--- config.mk ---
export PLATFORM = sky130hd
export DESIGN_NAME = line_unit_drive_scan
export DESIGN_NICKNAME = d
export VERILOG_FILES = /design/src/logic/line_unit_pkg.sv /design/src/logic/scan_if.sv /design/src/logic/scan_sync.sv /design/src/logic/line_unit_drive_scan.sv
export VERILOG_INCLUDE_DIRS = /design/src /design/src/logic
export SDC_FILE = /design/constraint.sdc
export NUM_CORES = 1
export LEC_CHECK = 0
export ABC_AREA = 1
export BUFFER_PORTS_ARGS = -buffer_cell sky130_fd_sc_hd__buf_2
export CELL_PAD_IN_SITES_DETAIL_PLACEMENT = 0
export CELL_PAD_IN_SITES_GLOBAL_PLACEMENT = 1
export CORE_MARGIN = 4
export CORE_UTILIZATION = 32
export DETAILED_ROUTE_END_ITERATION = 8
export GPL_TIMING_DRIVEN = 1
export PLACE_DENSITY = 0.87
export SKIP_LAST_GASP = 1
export SLEW_MARGIN = 40
export SYNTH_ARGS = -nofsm -noshare
export SYNTH_HDL_FRONTEND = slang
export SYNTH_SLANG_ARGS = --single-unit
--- constraint.sdc ---
create_clock -name CLK -period 1.5 [get_ports CLK]
set_clock_uncertainty 0.15 [all_clocks]
set_input_delay 0.3 -clock CLK [delete_from_list [all_inputs] [get_ports CLK]]
set_output_delay 0.3 -clock CLK [all_outputs]
set_load 0.02 [all_outputs]
--- src/logic/line_unit_map.svh ---
`ifndef LINE_UNIT_MAP_SVH
`define LINE_UNIT_MAP_SVH

// register addresses on the host register port
`define LU_ADDR_OUTPUT_CONTROL 8'h00
`define LU_ADDR_INPUT_STATUS   8'h01

// field positions inside the output control register
`define LU_BIT_EQUALIZER_BYPASS   0
`define LU_BIT_SEND_ALL_ONES      1
`define LU_BIT_CODER_DISABLE      2
`define LU_BIT_BUILD_OUT_DISABLE  3
`define LU_BIT_REMOTE_LOOP_SELECT 4
`define LU_BIT_LOCAL_LOOP_SELECT  5
`define LU_DRIVE_BITS             6

// field positions inside the input status register
`define LU_BIT_DRIVE_MONITOR_ALARM 0
`define LU_BIT_RECOVERY_LOCK_LOST  1
`define LU_BIT_LINE_SIGNAL_LOST    2
`define LU_SCAN_BITS               3

// reset values
`define LU_DRIVE_RESET 6'h00
`define LU_SCAN_RESET  3'h0
`define LU_DATA_RESET  8'h00

`endif

--- src/logic/line_unit_pkg.sv ---
`default_nettype none

`include "line_unit_map.svh"

package line_unit_pkg;

	// six command levels toward the line unit
	typedef logic [`LU_DRIVE_BITS-1:0] drive_t;

	// three condition levels from the line unit
	typedef logic [`LU_SCAN_BITS-1:0] scan_t;

	// loop-back selection formed by remote and local select bits
	typedef enum logic [1:0] {
		LOOP_NORMAL,
		LOOP_REMOTE,
		LOOP_ANALOG_LOCAL,
		LOOP_DIGITAL_LOCAL
	} loop_mode_t;

endpackage

`default_nettype wire

--- src/logic/scan_if.sv ---
`timescale 1ns/100ps
`default_nettype none

// carries the raw pin levels to the synchroniser and the clean levels back
interface scan_if #(
	parameter int WIDTH = 3
);
	logic [WIDTH-1:0] raw;
	logic [WIDTH-1:0] clean;

	modport sync (input raw, output clean);
	modport core (output raw, input clean);
endinterface

`default_nettype wire

--- src/logic/scan_sync.sv ---
`timescale 1ns/100ps
`default_nettype none

`include "line_unit_map.svh"

module scan_sync #(
	parameter int WIDTH = 3
) (
	// clock and reset
	input  wire logic CLK,
	input  wire logic SRST,
	// pin levels in, settled levels out
	scan_if.sync      scan
);

	logic [WIDTH-1:0] stage1_reg;
	logic [WIDTH-1:0] stage2_reg;
	logic [WIDTH-1:0] stage3_reg;
	logic [WIDTH-1:0] clean_reg;
	logic [WIDTH-1:0] stage1_next;
	logic [WIDTH-1:0] stage2_next;
	logic [WIDTH-1:0] stage3_next;
	logic [WIDTH-1:0] clean_next;

	////////////////////////////////////////////////////////////////////////
	// elaboration check
	generate
		if (WIDTH < 1) begin : g_bad_width
			$error("scan_sync width must be at least one");
		end
	endgenerate

	////////////////////////////////////////////////////////////////////////
	// three stage chain; a level is taken once stages two and three agree
	always_comb begin
		stage1_next = scan.raw;
		stage2_next = stage1_reg;
		stage3_next = stage2_reg;
		clean_next  = clean_reg;
		for (int i = 0; i < WIDTH; i++) begin
			if (stage2_reg[i] == stage3_reg[i]) begin
				clean_next[i] = stage3_reg[i];
			end
		end
	end

	// registers only
	always_ff @(posedge CLK) begin
		if (SRST) begin
			stage1_reg <= '0;
			stage2_reg <= '0;
			stage3_reg <= '0;
			clean_reg  <= '0;
		end else begin
			stage1_reg <= stage1_next;
			stage2_reg <= stage2_next;
			stage3_reg <= stage3_next;
			clean_reg  <= clean_next;
		end
	end

	assign scan.clean = clean_reg;

endmodule

`default_nettype wire

--- src/logic/line_unit_drive_scan.sv ---
`timescale 1ns/100ps
`default_nettype none

`include "line_unit_map.svh"

// Functional notes
// writable control register sets six output pins toward the line unit.
// read-only status register shows levels of three line unit input pins.
// equalizer bypass bit 1 drives pin high, turning receive equalizer off.
// all-ones bit 1 drives pin high so line unit sends all ones.
// coder disable bit 1 drives pin high, disabling line unit coding.
// build-out bit 1 drives pin high for an unshaped square wave.
// software sets build-out above 225 feet of cable, clears it below.
// remote and local loop bits together pick one of four loop modes.
// line unit flags no bipolar signal over 128 +-32 bits; reported here.
// line unit flags lost clock recovery lock; reported in status.
// line unit flags loss of signal; reported in status.
// pins follow control bits right after the write, cleared at reset.
// status inputs synchronised before reads; reading has no side effects.

module line_unit_drive_scan #(
	parameter int ADDR_W = 8,
	parameter int DATA_W = 8
) (
	// clock and reset
	input  wire logic              CLK,
	input  wire logic              SRST,
	// host register port
	input  wire logic [ADDR_W-1:0] REG_ADDR,
	input  wire logic              REG_WR,
	input  wire logic              REG_RD,
	input  wire logic [DATA_W-1:0] REG_WDATA,
	output var  logic [DATA_W-1:0] REG_RDATA,
	output var  logic              REG_ACK,
	// command pins toward the line unit
	output var  logic              EQUALIZER_BYPASS,
	output var  logic              SEND_ALL_ONES,
	output var  logic              CODER_DISABLE,
	output var  logic              BUILD_OUT_DISABLE,
	output var  logic              REMOTE_LOOP_SELECT,
	output var  logic              LOCAL_LOOP_SELECT,
	// condition pins from the line unit
	input  wire logic              DRIVE_MONITOR_ALARM,
	input  wire logic              RECOVERY_LOCK_LOST,
	input  wire logic              LINE_SIGNAL_LOST,
	// decoded loop-back mode for the rest of the framer
	output var  line_unit_pkg::loop_mode_t LOOP_MODE
);

	////////////////////////////////////////////////////////////////////////
	// declarations

	line_unit_pkg::drive_t     drive_reg;
	line_unit_pkg::drive_t     drive_next;
	logic [DATA_W-1:0]         rdata_reg;
	logic [DATA_W-1:0]         rdata_next;
	logic                      ack_reg;
	logic                      ack_next;
	line_unit_pkg::loop_mode_t loop_reg;
	line_unit_pkg::loop_mode_t loop_next;
	line_unit_pkg::scan_t      scan_view;
	logic                      hit_control;
	logic                      hit_status;
	logic                      access;

	// access decode terms
	logic                      wr_control;
	logic                      rd_only;
	logic                      rd_control;
	logic                      rd_status;
	logic [DATA_W-1:0]         drive_word;
	logic [DATA_W-1:0]         scan_word;

	scan_if #(.WIDTH(`LU_SCAN_BITS)) scan ();

	////////////////////////////////////////////////////////////////////////
	// elaboration checks

	generate
		if (DATA_W < `LU_DRIVE_BITS) begin : g_bad_data
			$error("data width too narrow for the control register");
		end
		if (ADDR_W < 1 || ADDR_W > 8) begin : g_bad_addr
			$error("address width must lie between one and eight");
		end
		if (`LU_ADDR_INPUT_STATUS >= (1 << ADDR_W)) begin : g_bad_map
			$error("status address lies outside the address range");
		end
		if (DATA_W < `LU_SCAN_BITS) begin : g_bad_scan
			$error("data width too narrow for the status register");
		end
	endgenerate

	////////////////////////////////////////////////////////////////////////
	// status pin synchroniser

	// pin levels enter the chain in their fixed status bit order
	always_comb begin
		scan.raw = `LU_SCAN_RESET;
		scan.raw[`LU_BIT_DRIVE_MONITOR_ALARM] = DRIVE_MONITOR_ALARM;
		scan.raw[`LU_BIT_RECOVERY_LOCK_LOST]  = RECOVERY_LOCK_LOST;
		scan.raw[`LU_BIT_LINE_SIGNAL_LOST]    = LINE_SIGNAL_LOST;
	end

	scan_sync #(
		.WIDTH (`LU_SCAN_BITS)
	) u_scan_sync (
		.CLK  (CLK),
		.SRST (SRST),
		.scan (scan)
	);

	// settled levels, the only view software ever gets
	assign scan_view = scan.clean;

	////////////////////////////////////////////////////////////////////////
	// address decode

	// both strobes together count as a write; the read result is dropped
	assign access      = REG_WR | REG_RD;
	assign hit_control = (REG_ADDR == ADDR_W'(`LU_ADDR_OUTPUT_CONTROL));
	assign hit_status  = (REG_ADDR == ADDR_W'(`LU_ADDR_INPUT_STATUS));

	// one strobe per access kind; a write masks a read raised with it
	assign wr_control = REG_WR & hit_control;
	assign rd_only    = REG_RD & ~REG_WR;
	assign rd_control = rd_only & hit_control;
	assign rd_status  = rd_only & hit_status;

	////////////////////////////////////////////////////////////////////////
	// register images on the data bus

	// upper bits of both registers read as zero
	always_comb begin
		drive_word                     = '0;
		drive_word[`LU_DRIVE_BITS-1:0] = drive_reg;
		scan_word                      = '0;
		scan_word[`LU_SCAN_BITS-1:0]   = scan_view;
	end

	////////////////////////////////////////////////////////////////////////
	// control register and read path, next values

	// one answer per strobe; a write never disturbs the held read data
	always_comb begin
		drive_next = drive_reg;
		rdata_next = rdata_reg;
		ack_next   = access; // every strobe is answered one cycle later
		if (wr_control) begin
			drive_next = REG_WDATA[`LU_DRIVE_BITS-1:0];
		end
		if (rd_control) begin
			rdata_next = drive_word;
		end else if (rd_status) begin
			rdata_next = scan_word;
		end else if (rd_only) begin
			rdata_next = '0; // unmapped read gives zero
		end
	end

	// registers only
	always_ff @(posedge CLK) begin
		if (SRST) begin
			drive_reg <= `LU_DRIVE_RESET;
			rdata_reg <= `LU_DATA_RESET;
			ack_reg   <= 1'b0;
		end else begin
			drive_reg <= drive_next;
			rdata_reg <= rdata_next;
			ack_reg   <= ack_next;
		end
	end

	////////////////////////////////////////////////////////////////////////
	// loop-back decode, next value

	// follows the select bits as they reach the pins
	always_comb begin
		case ({drive_next[`LU_BIT_REMOTE_LOOP_SELECT], drive_next[`LU_BIT_LOCAL_LOOP_SELECT]})
			2'b10: begin
				loop_next = line_unit_pkg::LOOP_REMOTE;
			end
			2'b01: begin
				loop_next = line_unit_pkg::LOOP_ANALOG_LOCAL;
			end
			2'b11: begin
				loop_next = line_unit_pkg::LOOP_DIGITAL_LOCAL;
			end
			default: begin
				loop_next = line_unit_pkg::LOOP_NORMAL;
			end
		endcase
	end

	// registers only
	always_ff @(posedge CLK) begin
		if (SRST) begin
			loop_reg <= line_unit_pkg::LOOP_NORMAL;
		end else begin
			loop_reg <= loop_next;
		end
	end

	////////////////////////////////////////////////////////////////////////
	// outputs

	// host port answer
	assign REG_RDATA = rdata_reg;
	assign REG_ACK   = ack_reg;

	// each pin is its control bit straight from the flop, high for one
	assign EQUALIZER_BYPASS   = drive_reg[`LU_BIT_EQUALIZER_BYPASS];
	assign SEND_ALL_ONES      = drive_reg[`LU_BIT_SEND_ALL_ONES];
	assign CODER_DISABLE      = drive_reg[`LU_BIT_CODER_DISABLE];
	assign BUILD_OUT_DISABLE  = drive_reg[`LU_BIT_BUILD_OUT_DISABLE];
	assign REMOTE_LOOP_SELECT = drive_reg[`LU_BIT_REMOTE_LOOP_SELECT];
	assign LOCAL_LOOP_SELECT  = drive_reg[`LU_BIT_LOCAL_LOOP_SELECT];

	// mode seen by the framer, aligned with the select pins
	assign LOOP_MODE = loop_reg;

endmodule

`default_nettype wire

==> impl_metrics.toml <==
[routing]
wirelength_um = 2040
dr.first_iter.drc_count = 23
detail-route-antenna-nets = 0
vias_per_cell = 4.65
first_pass_iters = 4
drc = 0
topRoutingLayerUsed = "met4"
wl_per_cell_um = 10.9
met3_length_um = 141
via_count = 874
wl_met2_um = 955
met1_length_um = 915

[critical_path]
timing.rr.start = "u_scan_sync.scan.clean[1]$_SDFFE_PP0N_"
end_kind = "output pin"
cp_slowest_cell = "dfxtp_1"
crit_buf_inv = 1
cp.arrival_ns = 0.89
crit_type = "register to output pin"
cp_top_family = "flip-flops"
start_kind = "register"
worstPathMaxFanout = 3
path_cells = "buf_2"
max_stage_delay_ns = 0.40
crit_path_start = "drive_reg[0]$_SDFFE_PP0N_"
worstPathRequired_ns = 1.05

[synth]
ys.flop_type = "dfxtp_1"
yosysMostFrequentCell = "dfxtp_1"
avgSynthCellArea_um2 = 8.10
ys_seq_area_share_pct = 51.1
synth_top_cell_area_share_pct = 51.1
yosys_warnings = 0
yosys.cell_types.count = 17
netlist_top_cells_area = "dfxtp_1 (51%), a21oi_1 (9.2%), nor2_1 (6.1%), inv_1 (5.7%), nand2_1 (5.0%)"
netlist_instances = 121
ys_ff_latch = 25
syn_area_um2 = 980
synth_edf_count = 0
synth_top_area_cell = "dfxtp_1"
synthArstFlopShare_pct = 0
ys_top_cells_by_count = "dfxtp_1 (25), a21oi_1 (18), nor2_1 (16)"

[placed_design]
dpl-instance-area_um2 = 1170
place_hpwl_um = 1620
io_buffers = 35
place_congestion = 0.747

[grt]
grt_pass1_vias = 855
grt_pass1_wl_um = 3620
gr-total-overflow = 0
antenna_found_initial = 0
gr-usage-all-layers_pct = 11.0
grt_max_degree = 16

[floorplan]
die_area_um2 = 4010
boundaryPins = 40
fp.dieH_um = 63.3
die_x_um = 63.3
start_util_pct = 34.6
core_area_um2 = 2830
num_rows = 19

[clock_network]
cts_setup_buffers = 0
cts_sinks = 25
cts-resized-gates = 0
htree_levels = 1
clkLatencyLatePin_ns = 0.30
root_buffer = "clkbuf_4"
cts.path.max_buffers = 2
cts_buffers = 3
tritoncts = "built"
cts_hold_buf = 0
clk_pin_slew_ns = 0.13

[timing]
hold_viol_final = 0
min_period_ns = 1.34
setup_tns_ns = 0
rsz0062_at_grt = "no"
timing.fmax_ghz = 0.746
final_max_slew_viol_count = 0
finalSetupViolCount = 0
fin_crit_sh_pct = 89.3

[layout]
largest_reg_flops = 6
fin_area_um2 = 1190
areaGrowthSynthToFinish_pct = 21.8
finalNetCount = 181
diodes = 0
drive_above_1_share_pct = 32.5

[run_status]
outcome = "finished, final reports clean"

[power_and_ir_drop]
vdd_drop_max_v = 0.000386
p_per_area_nw_per_um2 = 901
leakage_nw = 0.531

[hold_path]
min-delay-start = "LINE_SIGNAL_LOST"
hp-class = "input port to register"

[flow_run]
max_cap_viol_count = 0
[layout by cell type, fill, tap and decap left out, types with 2 or more instances in the layout]
cell type	instances
buf_2	35
dfxtp_1	25
a21oi_1	18
nor2_1	16
inv_1	15
nand2_1	13
nand3_1	9
nor2_2	4
buf_4	4
o21ai_0	3
a211oi_1	3
clkbuf_4	3
nand2_2	2
nor2_4	2
conb_1	2
[power by group]
group	total (mW)	leakage [nW]	switching [mW]	internal, mW
Clock	0.288	0.0150	0.185	0.104
Sequential	0.687	0.204	0.00627	0.680
Combinational	0.101	0.313	0.0604	0.0402
[layer usage]
layer / track usage, % / vias up
met1: 12.9 / 394
met3: 2.13 / 2
met4: 6.47 / 0
met2: 18.3 / 26
li1: - / 452
met5: 0 / -
[layout make-up]
type | instances | area (um2)
fillers | 288 | 1640
repair buffers | 39 | 205
multi-input cells | 74 | 367
inverters | 15 | 56.3
flip-flops and latches | 25 | 500
well taps | 31 | 38.8
clock buffers | 4 | 26.3
[final timing paths]
kind / endpoint / cells after the start / slack, ns
worst max register to register: REG_RDATA[1]$_SDFFE_PP0P_ / 4 / 0.59
worst min register to register: u_scan_sync.stage2_reg[1]$_SDFF_PP0_ / 2 / 0.26
worst max-delay path: EQUALIZER_BYPASS / 1 / 0.16
worst min-delay path: u_scan_sync.stage1_reg[2]$_SDFF_PP0_ / 3 / 0.03
[through the flow]
step / cells / hold WS, ns / power [mW] / setup WS (ns) / util (%)
6_report: 188 / 0.0342 / 1.08 / 0.160 / 42.2
2_1_floorplan: 122 / 0.228 / 0.761 / 0.317 / -
4_1_cts: 188 / 0.0244 / 1.09 / 0.148 / 42.2
3_5_place_dp: 184 / 0.247 / 0.803 / 0.0796 / 41.3
5_1_grt: 188 / 0.0174 / 1.13 / 0.103 / 42.2
3_3_place_gp: 184 / 0.243 / 0.800 / 0.140 / 41.3
[logic make-up (layout without fill, tap and decap cells)]
group,after synthesis,in the layout,share of synthesized area (%)
flip-flops,25,25,51.1
other,1,2,0.383
buffers and inverters,23,58,11.9
AND/OR/NAND/NOR,48,48,23.6
AO/OA/AOI/OAI,24,24,13.0
Note: power is estimated with default switching activity, not from simulation.
